--- config.mk ---
export PLATFORM = sky130hd
export DESIGN_NAME = spia_irq_agg
export DESIGN_NICKNAME = d
export VERILOG_FILES = /design/src/hdl/spia_pkg.sv /design/src/hdl/spia_irq_agg.sv
export VERILOG_INCLUDE_DIRS = /design/src /design/src/hdl
export SDC_FILE = /design/constraint.sdc
export NUM_CORES = 1
export LEC_CHECK = 0
export ABC_AREA = 1
export BUFFER_PORTS_ARGS = -buffer_cell sky130_fd_sc_hd__clkbuf_2
export CORE_MARGIN = 5
export CORE_UTILIZATION = 50
export CTS_CLUSTER_SIZE = 28
export DETAILED_ROUTE_END_ITERATION = 8
export PLACE_DENSITY = 0.84
export SLEW_MARGIN = 15
export SYNTH_ARGS = -nofsm -noshare
export SYNTH_HDL_FRONTEND = slang
export SYNTH_SLANG_ARGS = --single-unit
--- constraint.sdc ---
create_clock -name clk_i -period 2.61 [get_ports clk_i]
set_input_delay 0.1305 -clock clk_i [delete_from_list [all_inputs] [get_ports clk_i]]
set_output_delay 0.1305 -clock clk_i [all_outputs]
set_load 0.02 [all_outputs]
--- src/hdl/spia_map.svh ---
// Register offsets, field positions, reset values for the interrupt aggregation block
`ifndef SPIA_MAP_SVH
`define SPIA_MAP_SVH

// Byte offsets on the Wishbone slave
`define SPIA_UP_CTRL     8'h00
`define SPIA_UP_PMNXT    8'h04
`define SPIA_UP_STAT     8'h08
`define SPIA_DS_BASE     8'h10
`define SPIA_DS_STRIDE   8'h10
`define SPIA_DS_CTRL     8'h00
`define SPIA_DS_STAT     8'h04

// Control field positions (upstream and downstream share the low three)
`define SPIA_B_MSI_EN    0
`define SPIA_B_LEG_DIS   1
`define SPIA_B_SRC_EN    2
`define SPIA_B_SRC2_EN   3
`define SPIA_B_UNLOCK    3

// Status field positions
`define SPIA_B_STAT_AUX  4

// Reset values and the MSI capability pointer
`define SPIA_CTRL_RST    4'h0
`define SPIA_PMNXT_RST   8'h00
`define SPIA_MSI_CAP_PTR 8'hd0

`endif

--- src/hdl/spia_pkg.sv ---
// Types shared by the interrupt aggregation block
`default_nettype none
package spia_pkg;
   typedef enum logic {
      SPIA_MSG_IDLE,
      SPIA_MSG_SEND
   } spia_msg_st_t;

   typedef logic [3:0] spia_intx_t;
endpackage
`default_nettype wire

--- src/hdl/spia_irq_agg.sv ---
// Switch port interrupt generation, INTx aggregation and upstream message emission
`include "spia_map.svh"
`default_nettype none
module spia_irq_agg #(
   parameter int NUM_DS = 3,
   parameter int ADDR_W = 8
) (
   input  wire logic                     clk_i,
   input  wire logic                     rst_i,
   input  wire logic                     wb_cyc_i,
   input  wire logic                     wb_stb_i,
   input  wire logic                     wb_we_i,
   input  wire logic [ADDR_W-1:0]        wb_adr_i,
   input  wire logic [3:0]               wb_sel_i,
   input  wire logic [31:0]              wb_dat_i,
   output logic      [31:0]              wb_dat_o,
   output logic                          wb_ack_o,
   input  wire logic                     up_err_i,
   input  wire logic [NUM_DS-1:0]        hp_irq_i,
   input  wire logic [NUM_DS-1:0]        link_bw_mgmt_status_i,
   input  wire logic [NUM_DS-1:0]        link_autonomous_bw_status_i,
   input  wire logic [NUM_DS-1:0][3:0]   rx_intx_i,
   input  wire logic [NUM_DS-1:0]        dl_up_i,
   output logic      [NUM_DS:0]          up_msi_req_o,
   output logic      [NUM_DS-1:0]        ds_assert_inta_o,
   output logic      [NUM_DS-1:0]        ds_deassert_inta_o,
   output logic                          up_msg_valid_o,
   output logic                          up_msg_assert_o,
   output logic      [1:0]               up_msg_line_o,
   input  wire logic                     up_msg_ready_i,
   output logic      [7:0]               next_capability_pointer_o,
   output logic                          msi_cap_linked_o,
   output spia_pkg::spia_intx_t          upstream_irq_status_o
);

   // The mapping table is fixed for three downstream ports
   if (NUM_DS != 3) begin : g_bad_ds
      $error("spia_irq_agg serves exactly three downstream ports");
   end
   if (ADDR_W < 8) begin : g_bad_aw
      $error("spia_irq_agg needs at least 8 address bits");
   end

   // Byte address of a downstream port register
   function automatic logic [ADDR_W-1:0] ds_addr(input int k, input logic [7:0] off);
      return ADDR_W'(`SPIA_DS_BASE + k * `SPIA_DS_STRIDE + off);
   endfunction

   // Downstream line that feeds upstream line u from port index k (0 is port 2)
   function automatic logic [1:0] up_src_line(input int u, input int k);
      return 2'((u + 6 - k) % 4);
   endfunction

   logic                     ack;
   logic                     next_ack;
   logic [31:0]              rdata;
   logic [31:0]              next_rdata;
   logic [31:0]              rd_word;
   logic [3:0]               up_ctrl;
   logic [3:0]               next_up_ctrl;
   logic [7:0]               pm_next;
   logic [7:0]               next_pm_next;
   logic [NUM_DS-1:0][3:0]   ds_ctrl;
   logic [NUM_DS-1:0][3:0]   next_ds_ctrl;
   logic                     bus_wr;
   logic [NUM_DS:0][3:0]     ctl;
   logic [NUM_DS:0]          cond;
   logic [NUM_DS:0]          cond_prev;
   logic [NUM_DS:0]          rise;
   logic [NUM_DS:0]          fall;
   logic [NUM_DS:0]          msi_req;
   logic [NUM_DS:0]          next_msi_req;
   logic [NUM_DS:0]          asrt;
   logic [NUM_DS:0]          next_asrt;
   logic [NUM_DS:0]          dsrt;
   logic [NUM_DS:0]          next_dsrt;
   logic [NUM_DS:0]          own_inta;
   logic [NUM_DS:0]          next_own_inta;
   logic [NUM_DS-1:0][3:0]   ds_agg;
   logic [3:0]               up_agg;
   logic [3:0]               up_sent;
   logic [3:0]               next_up_sent;
   spia_pkg::spia_msg_st_t   msg_st;
   spia_pkg::spia_msg_st_t   next_msg_st;
   logic                     msg_assert;
   logic                     next_msg_assert;
   logic [1:0]               msg_line;
   logic [1:0]               next_msg_line;

   // Writes land at the edge that closes the acked cycle
   assign bus_wr = wb_cyc_i & wb_stb_i & wb_we_i & ack & wb_sel_i[0];

   // Read multiplexer; unmapped words read as zero
   always_comb begin
      rd_word = 32'h0;
      if (wb_adr_i == ADDR_W'(`SPIA_UP_CTRL)) begin
         rd_word = {28'h0, up_ctrl};
      end
      if (wb_adr_i == ADDR_W'(`SPIA_UP_PMNXT)) begin
         rd_word = {24'h0, pm_next};
      end
      if (wb_adr_i == ADDR_W'(`SPIA_UP_STAT)) begin
         rd_word = {27'h0, msi_cap_linked_o, up_agg};
      end
      for (int k = 0; k < NUM_DS; k++) begin
         if (wb_adr_i == ds_addr(k, `SPIA_DS_CTRL)) begin
            rd_word = {28'h0, ds_ctrl[k]};
         end
         if (wb_adr_i == ds_addr(k, `SPIA_DS_STAT)) begin
            rd_word = {27'h0, cond[k+1], ds_agg[k]};
         end
      end
   end

   // Register file and bus answer, next values
   always_comb begin
      next_ack     = wb_cyc_i & wb_stb_i & ~ack;
      next_rdata   = rdata;
      next_up_ctrl = up_ctrl;
      next_pm_next = pm_next;
      next_ds_ctrl = ds_ctrl;
      if (next_ack & ~wb_we_i) begin
         next_rdata = rd_word;
      end
      if (bus_wr) begin
         if (wb_adr_i == ADDR_W'(`SPIA_UP_CTRL)) begin
            next_up_ctrl = wb_dat_i[3:0];
         end
         // Pointer only moves while registers are unlocked
         if (wb_adr_i == ADDR_W'(`SPIA_UP_PMNXT) && up_ctrl[`SPIA_B_UNLOCK]) begin
            next_pm_next = wb_dat_i[7:0];
         end
         for (int k = 0; k < NUM_DS; k++) begin
            if (wb_adr_i == ds_addr(k, `SPIA_DS_CTRL)) begin
               next_ds_ctrl[k] = wb_dat_i[3:0];
            end
         end
      end
   end

   // Register file and bus answer, state
   always_ff @(posedge clk_i) begin
      if (rst_i) begin
         ack     <= 1'b0;
         rdata   <= 32'h0;
         up_ctrl <= `SPIA_CTRL_RST;
         pm_next <= `SPIA_PMNXT_RST;
         ds_ctrl <= '0;
      end else begin
         ack     <= next_ack;
         rdata   <= next_rdata;
         up_ctrl <= next_up_ctrl;
         pm_next <= next_pm_next;
         ds_ctrl <= next_ds_ctrl;
      end
   end

   assign wb_ack_o = ack;
   assign wb_dat_o = rdata;
   assign next_capability_pointer_o = pm_next;
   assign msi_cap_linked_o = (pm_next == `SPIA_MSI_CAP_PTR);

   // Per port condition; index 0 is the upstream port, inputs are live status levels
   always_comb begin
      ctl[0]  = up_ctrl;
      cond[0] = up_err_i & up_ctrl[`SPIA_B_SRC_EN];
      for (int k = 0; k < NUM_DS; k++) begin
         ctl[k+1]  = ds_ctrl[k];
         // Masking an enable or clearing a status bit drops the condition at once
         cond[k+1] = hp_irq_i[k]
                   | (link_bw_mgmt_status_i[k] & ds_ctrl[k][`SPIA_B_SRC_EN])
                   | (link_autonomous_bw_status_i[k] & ds_ctrl[k][`SPIA_B_SRC2_EN]);
      end
   end

   assign rise = cond & ~cond_prev;
   assign fall = ~cond & cond_prev;

   // MSI or INTA request per port edge
   always_comb begin
      next_own_inta = own_inta;
      for (int p = 0; p <= NUM_DS; p++) begin
         next_msi_req[p] = rise[p] & ctl[p][`SPIA_B_MSI_EN];
         next_asrt[p] = rise[p] & ~ctl[p][`SPIA_B_MSI_EN] & ~ctl[p][`SPIA_B_LEG_DIS];
         next_dsrt[p] = fall[p] & ~ctl[p][`SPIA_B_MSI_EN] & ~ctl[p][`SPIA_B_LEG_DIS];
         if (next_asrt[p]) begin
            next_own_inta[p] = 1'b1;
         end else if (next_dsrt[p]) begin
            next_own_inta[p] = 1'b0;
         end
      end
      // A dead link takes its own wire down too, so no stale line survives it
      for (int k = 0; k < NUM_DS; k++) begin
         if (!dl_up_i[k]) begin
            next_own_inta[k+1] = 1'b0;
         end
      end
   end

   always_ff @(posedge clk_i) begin
      if (rst_i) begin
         cond_prev <= '0;
         msi_req   <= '0;
         asrt      <= '0;
         dsrt      <= '0;
         own_inta  <= '0;
      end else begin
         cond_prev <= cond;
         msi_req   <= next_msi_req;
         asrt      <= next_asrt;
         dsrt      <= next_dsrt;
         own_inta  <= next_own_inta;
      end
   end

   // Every MSI, downstream ones included, leaves through the upstream port
   assign up_msi_req_o       = msi_req;
   assign ds_assert_inta_o   = asrt[NUM_DS:1];
   assign ds_deassert_inta_o = dsrt[NUM_DS:1];

   // Aggregates: downstream unmapped, upstream rotated by port number
   always_comb begin
      up_agg = {3'h0, own_inta[0]};
      for (int k = 0; k < NUM_DS; k++) begin
         ds_agg[k] = (rx_intx_i[k] | {3'h0, own_inta[k+1]}) & {4{dl_up_i[k]}};
      end
      for (int u = 0; u < 4; u++) begin
         for (int k = 0; k < NUM_DS; k++) begin
            up_agg[u] = up_agg[u] | ds_agg[k][up_src_line(u, k)];
         end
      end
   end

   assign upstream_irq_status_o = up_agg;

   // Upstream message queue: compares the live aggregate with what the root was last told.
   // Short pulses while a message waits collapse, trading fidelity for no buffer.
   always_comb begin
      logic       found;
      logic [1:0] pick;
      found           = 1'b0;
      pick            = 2'h0;
      next_msg_st     = msg_st;
      next_msg_line   = msg_line;
      next_msg_assert = msg_assert;
      next_up_sent    = up_sent;
      for (int u = 3; u >= 0; u--) begin
         if (up_agg[u] != up_sent[u]) begin
            found = 1'b1;
            pick  = 2'(u);
         end
      end
      case (msg_st)
         spia_pkg::SPIA_MSG_IDLE,
         spia_pkg::SPIA_MSG_SEND: begin
            if (msg_st == spia_pkg::SPIA_MSG_IDLE || up_msg_ready_i) begin
               next_msg_st = spia_pkg::SPIA_MSG_IDLE;
               if (found) begin
                  next_msg_st     = spia_pkg::SPIA_MSG_SEND;
                  next_msg_line   = pick;
                  next_msg_assert = up_agg[pick];
                  next_up_sent[pick] = up_agg[pick];
               end
            end
         end
         default: begin
            next_msg_st = spia_pkg::SPIA_MSG_IDLE;
         end
      endcase
   end

   always_ff @(posedge clk_i) begin
      if (rst_i) begin
         msg_st     <= spia_pkg::SPIA_MSG_IDLE;
         msg_line   <= 2'h0;
         msg_assert <= 1'b0;
         up_sent    <= 4'h0;
      end else begin
         msg_st     <= next_msg_st;
         msg_line   <= next_msg_line;
         msg_assert <= next_msg_assert;
         up_sent    <= next_up_sent;
      end
   end

   assign up_msg_valid_o  = (msg_st == spia_pkg::SPIA_MSG_SEND);
   assign up_msg_line_o   = msg_line;
   assign up_msg_assert_o = msg_assert;
endmodule
`default_nettype wire

==> impl_metrics.prom <==
# TYPE chip_impl_metric gauge
chip_impl_metric{name="leakage",unit="nW"} 1.86
chip_impl_info{name="type_of_the_worst_min_delay_path",value="in -> reg"} 1
chip_impl_metric{name="final_nets",unit=""} 628
chip_impl_metric{name="overflow",unit=""} 0
chip_impl_info{name="status",value="complete, no violations"} 1
chip_impl_metric{name="post-cts-setup-buffer-count",unit=""} 0
chip_impl_info{name="synth_area_leaders",value="sky130_fd_sc_hd__dfxtp_1, sky130_fd_sc_hd__nand2_1, sky130_fd_sc_hd__nor2_1"} 1
chip_impl_info{name="min-delay-start",value="wb_dat_i[6]"} 1
chip_impl_metric{name="max-vdd-ir-drop",unit="V"} 0.000505
chip_impl_info{name="cts-root-buf",value="sky130_fd_sc_hd__clkbuf_8"} 1
chip_impl_info{name="synth.most_common_cell",value="sky130_fd_sc_hd__nand2_1"} 1
chip_impl_metric{name="clk_latency",unit="ps"} 350
chip_impl_metric{name="grt_pass1_wl",unit="um"} 13800
chip_impl_metric{name="required",unit="ps"} 2850
chip_impl_metric{name="wire_per_inst",unit="um"} 13.4
chip_impl_metric{name="port-buffer-count",unit=""} 83
chip_impl_metric{name="synth_fa_ha_area_share",unit="%"} 0
chip_impl_metric{name="die_area",unit="sq mm"} 0.00782
chip_impl_metric{name="synth_mux_area_share",unit="%"} 0
chip_impl_info{name="cp_cell_sequence",value="o21ai_2 > nand3_2 > nand2_1 > nand2_1 > nand2_1 > nand2_1 > nand2_1 > nand2_1 > nand3_2 > nand3_1 > nand2_1 > inv_1"} 1
chip_impl_metric{name="post_synth_num_cell_types",unit=""} 33
chip_impl_metric{name="initial_utilization",unit="%"} 51.6
chip_impl_metric{name="final.period_utilization",unit="%"} 67.6
chip_impl_info{name="endpoint_kind",value="register"} 1
chip_impl_metric{name="postSynthRegisterBits",unit=""} 59
chip_impl_metric{name="detail_route.vias_per_cell",unit=""} 5.07
chip_impl_metric{name="maximum_number_of_pins_on_one_net_before_global_route_repair",unit=""} 33
chip_impl_info{name="cp_slowest_cell",value="sky130_fd_sc_hd__dfxtp_1"} 1
chip_impl_metric{name="slew_violations",unit=""} 0
chip_impl_metric{name="antenna_left",unit=""} 0
chip_impl_metric{name="wl",unit="um"} 8500
chip_impl_metric{name="yosys.area_share.xor_xnor",unit="%"} 0.529
chip_impl_metric{name="asyncSetResetFlopFracSynth",unit="%"} 0
chip_impl_info{name="tritoncts_clock_tree",value="done"} 1
chip_impl_metric{name="synth_edf_count",unit=""} 0
chip_impl_metric{name="total_power",unit="mW"} 2.39
chip_impl_metric{name="postCtsResizedCells",unit=""} 0
chip_impl_metric{name="fin_skew",unit="ps"} 7.44
chip_impl_metric{name="grt_pass1_vias",unit=""} 2960
chip_impl_metric{name="boundaryPins",unit=""} 135
chip_impl_metric{name="initial_antenna_violation_count",unit=""} 0
chip_impl_metric{name="clk_pin_slew_worst_paths",unit="ps"} 70
chip_impl_metric{name="dr.pass1.iters",unit=""} 5
chip_impl_metric{name="place_area",unit="sq mm"} 0.00347
chip_impl_info{name="reg2reg_from",value="own_inta[2]"} 1
chip_impl_info{name="rsz0062_at_grt",value="no"} 1
chip_impl_metric{name="finalNonFillerCells",unit=""} 633
chip_impl_info{name="dominantRegCellSynth",value="sky130_fd_sc_hd__dfxtp_1"} 1
chip_impl_metric{name="max_freq",unit="MHz"} 567
chip_impl_info{name="crit_top_cell",value="sky130_fd_sc_hd__nand2_1"} 1
chip_impl_metric{name="post-dp-hpwl",unit="um"} 6780
chip_impl_metric{name="cp_data_arrival_time",unit="ps"} 2010
chip_impl_metric{name="critical-path-max-stage-delay",unit="ps"} 320
chip_impl_metric{name="synth_warnings",unit=""} 0
chip_impl_info{name="worstReg2RegEnd",value="up_sent[2]"} 1
chip_impl_metric{name="synth_sequential_area_ratio",unit="%"} 38.4
chip_impl_metric{name="antenna_cells_inserted",unit=""} 0
chip_impl_metric{name="cts_max_level",unit=""} 3
chip_impl_metric{name="grt_util_all_layers",unit="%"} 23.0
chip_impl_metric{name="globalplace.congestion",unit=""} 0.899
chip_impl_metric{name="final_layout_size_suffix_gt1_share",unit="%"} 21.7
chip_impl_metric{name="hold_viol_final",unit=""} 0
chip_impl_info{name="synth_top_area_cell",value="sky130_fd_sc_hd__dfxtp_1"} 1
chip_impl_metric{name="floorplan.rows",unit=""} 28
chip_impl_metric{name="tritoncts.num_buffers",unit=""} 9
chip_impl_metric{name="reg2reg_setup_slack",unit="ps"} 850
chip_impl_info{name="post_synth_most_frequent_cells",value="sky130_fd_sc_hd__nand2_1, sky130_fd_sc_hd__nor2_1, sky130_fd_sc_hd__dfxtp_1"} 1
chip_impl_metric{name="relSlewSlack",unit="%"} 42.2
chip_impl_metric{name="crit_path_max_fanout",unit=""} 5
chip_impl_metric{name="min_period",unit="ps"} 1760
chip_impl_metric{name="drt_first_iter_violations",unit=""} 195
chip_impl_metric{name="die_x",unit="um"} 88.4
chip_impl_info{name="critPathKind",value="reg -> reg"} 1
chip_impl_metric{name="place.detailed.instances",unit=""} 617
chip_impl_metric{name="dr_total_vias",unit=""} 3210
chip_impl_metric{name="number_of_cells_on_the_worst_reg_to_reg_path",unit=""} 12
chip_impl_metric{name="tightestPinTransition",unit="ps"} 865
chip_impl_metric{name="power.density",unit="mW/mm^2"} 647
chip_impl_metric{name="holdPathStages",unit=""} 3
chip_impl_metric{name="gate_count_post_synth",unit=""} 465
chip_impl_metric{name="synth-simple-area-share",unit="%"} 35.0
chip_impl_metric{name="drc_errors",unit=""} 0
chip_impl_info{name="combinational_family_with_the_most_area_after_synthesis",value="simple AND/OR/NAND/NOR gates"} 1
chip_impl_metric{name="synth_largest_type_area_fraction",unit="%"} 38.4
chip_impl_metric{name="timing.setup.tns",unit="ps"} 0
chip_impl_metric{name="die_height",unit="um"} 88.4
chip_impl_metric{name="grt.met3_usage",unit="%"} 5.59
chip_impl_metric{name="synth_compound_gate_area_share",unit="%"} 11.6
chip_impl_metric{name="fin_area",unit="sq mm"} 0.00369
chip_impl_metric{name="netlist_area",unit="sq mm"} 0.00308
chip_impl_metric{name="gr-usage-met1",unit="%"} 30.1
chip_impl_metric{name="timing.final.setup_violations",unit=""} 0
chip_impl_metric{name="post_cts_hold_buffer_count",unit=""} 0
chip_impl_metric{name="post_synth.cell_area_avg",unit="sq um"} 6.61
chip_impl_metric{name="drv_cap",unit=""} 0
chip_impl_info{name="start_kind",value="register"} 1
chip_impl_metric{name="floorplan.core_area",unit="sq mm"} 0.00596
chip_impl_info{name="timing.hold.worst_endpoint",value="next_capability_pointer_o[6]"} 1
chip_impl_info{name="grt.busiest_layer",value="met2"} 1
chip_impl_metric{name="cts.path.max_buffers",unit=""} 2
chip_impl_metric{name="global_route_met2_utilization",unit="%"} 35.8
chip_impl_metric{name="areaGrowthSynthToFinish",unit="%"} 19.9
chip_impl_metric{name="cts_num_sinks",unit=""} 59
[power by group]
| group | switching [mW] | internal (mW) |
|---|---|---|
| clock network | 0.379 | 0.539 |
| registers | 0.0282 | 0.946 |
| logic | 0.339 | 0.157 |
[cell type report]
type / instances / area (sq um)
Sequential cell: 59 / 1180
Tap cell: 75 / 93.8
Timing Repair Buffer: 85 / 430
Fill cell: 561 / 2270
Clock inverter: 6 / 90.1
Clock buffer: 10 / 128
Inverter: 60 / 225
Multi-Input combinational cell: 338 / 1540
[placed cells by master (no fill, tap or decap)]
master                         n
sky130_fd_sc_hd__a211oi_1      1
sky130_fd_sc_hd__a21oi_1      24
sky130_fd_sc_hd__a31oi_1       1
sky130_fd_sc_hd__buf_4         2
sky130_fd_sc_hd__bufinv_16     2
sky130_fd_sc_hd__clkbuf_1      1
sky130_fd_sc_hd__clkbuf_2     83
sky130_fd_sc_hd__clkbuf_8      9
sky130_fd_sc_hd__clkinv_2      1
sky130_fd_sc_hd__clkinv_4      2
sky130_fd_sc_hd__clkinvlp_4    1
sky130_fd_sc_hd__conb_1       24
sky130_fd_sc_hd__dfxtp_1      59
sky130_fd_sc_hd__inv_1        58
sky130_fd_sc_hd__inv_2         2
sky130_fd_sc_hd__nand2_1     104
sky130_fd_sc_hd__nand2_2       3
sky130_fd_sc_hd__nand3_1      30
sky130_fd_sc_hd__nand3_2       4
sky130_fd_sc_hd__nand3b_1      2
sky130_fd_sc_hd__nand4_1       9
sky130_fd_sc_hd__nor2_1       82
sky130_fd_sc_hd__nor2_2        6
sky130_fd_sc_hd__nor2_4        1
sky130_fd_sc_hd__nor3_1        5
sky130_fd_sc_hd__nor4_1        3
sky130_fd_sc_hd__o2111a_1      1
sky130_fd_sc_hd__o211ai_1      2
sky130_fd_sc_hd__o21a_1        1
sky130_fd_sc_hd__o21ai_0      28
sky130_fd_sc_hd__o21ai_2       2
sky130_fd_sc_hd__o21ai_4       1
sky130_fd_sc_hd__o221ai_1      1
sky130_fd_sc_hd__o22ai_1       1
sky130_fd_sc_hd__or2_2         1
sky130_fd_sc_hd__xor2_2        1
[worst max-delay path by stage]
stage	start	to	slack, ps	depth (start not counted)
2_1_floorplan	next_capability_pointer_o[4]	wb_dat_o[4]	910	6
4_1_cts	own_inta[2]	up_msg_assert_o	870	12
5_1_grt	own_inta[2]	up_sent[3]	690	12
6_report	own_inta[2]	up_sent[2]	850	12
3_5_place_dp	own_inta[2]	up_msg_assert_o	890	12
3_3_place_gp	own_inta[2]	up_sent[0]	950	12
[critical path: cells and delay by family (launching register included)]
family                 cells  cell delay [ps]
and+or+nand+nor           10             1070
DFF                        1              320
AOI/OAI and AO/OA          1              230
buffers and inverters      1               30
[layer usage]
metal	part of all wire, %	vias up	wire (um)
li1	-	1606	-
met1	43	1419	3640
met2	44	164	3740
met3	11	21	926
met4	2.3	0	199
met5	0	-	0
[sequential cells by signal (all words and copies together), names as in the netlist]
register and cells:
ctl 12, next_capability_pointer_o 8, wb_dat_o 8, cond_prev 4, own_inta 4, up_ctrl 4, up_msi_req_o 4, up_sent 4
asrt 3, dsrt 3, up_msg_line_o 2, up_msg_assert_o 1, up_msg_valid_o 1, wb_ack_o 1
[logic make-up after synthesis]
kind of cell | count (synthesis)
compound gates | 63
flops | 59
xor+xnor | 1
simple gates | 250
other cells | 1
buf+inv | 91
[metrics by stage]
| stage | hold slack [ps] | setup WS (ps) | utilization, % |
|---|---|---|---|
| floorplan | 256 | 913 | - |
| global placement | 379 | 955 | 58.3 |
| detailed placement | 396 | 885 | 58.3 |
| CTS | 22.1 | 873 | 61.9 |
| global route | 51.5 | 694 | 61.9 |
| finish | 31.8 | 847 | 61.9 |
Power figures use the tool's default switching activity.
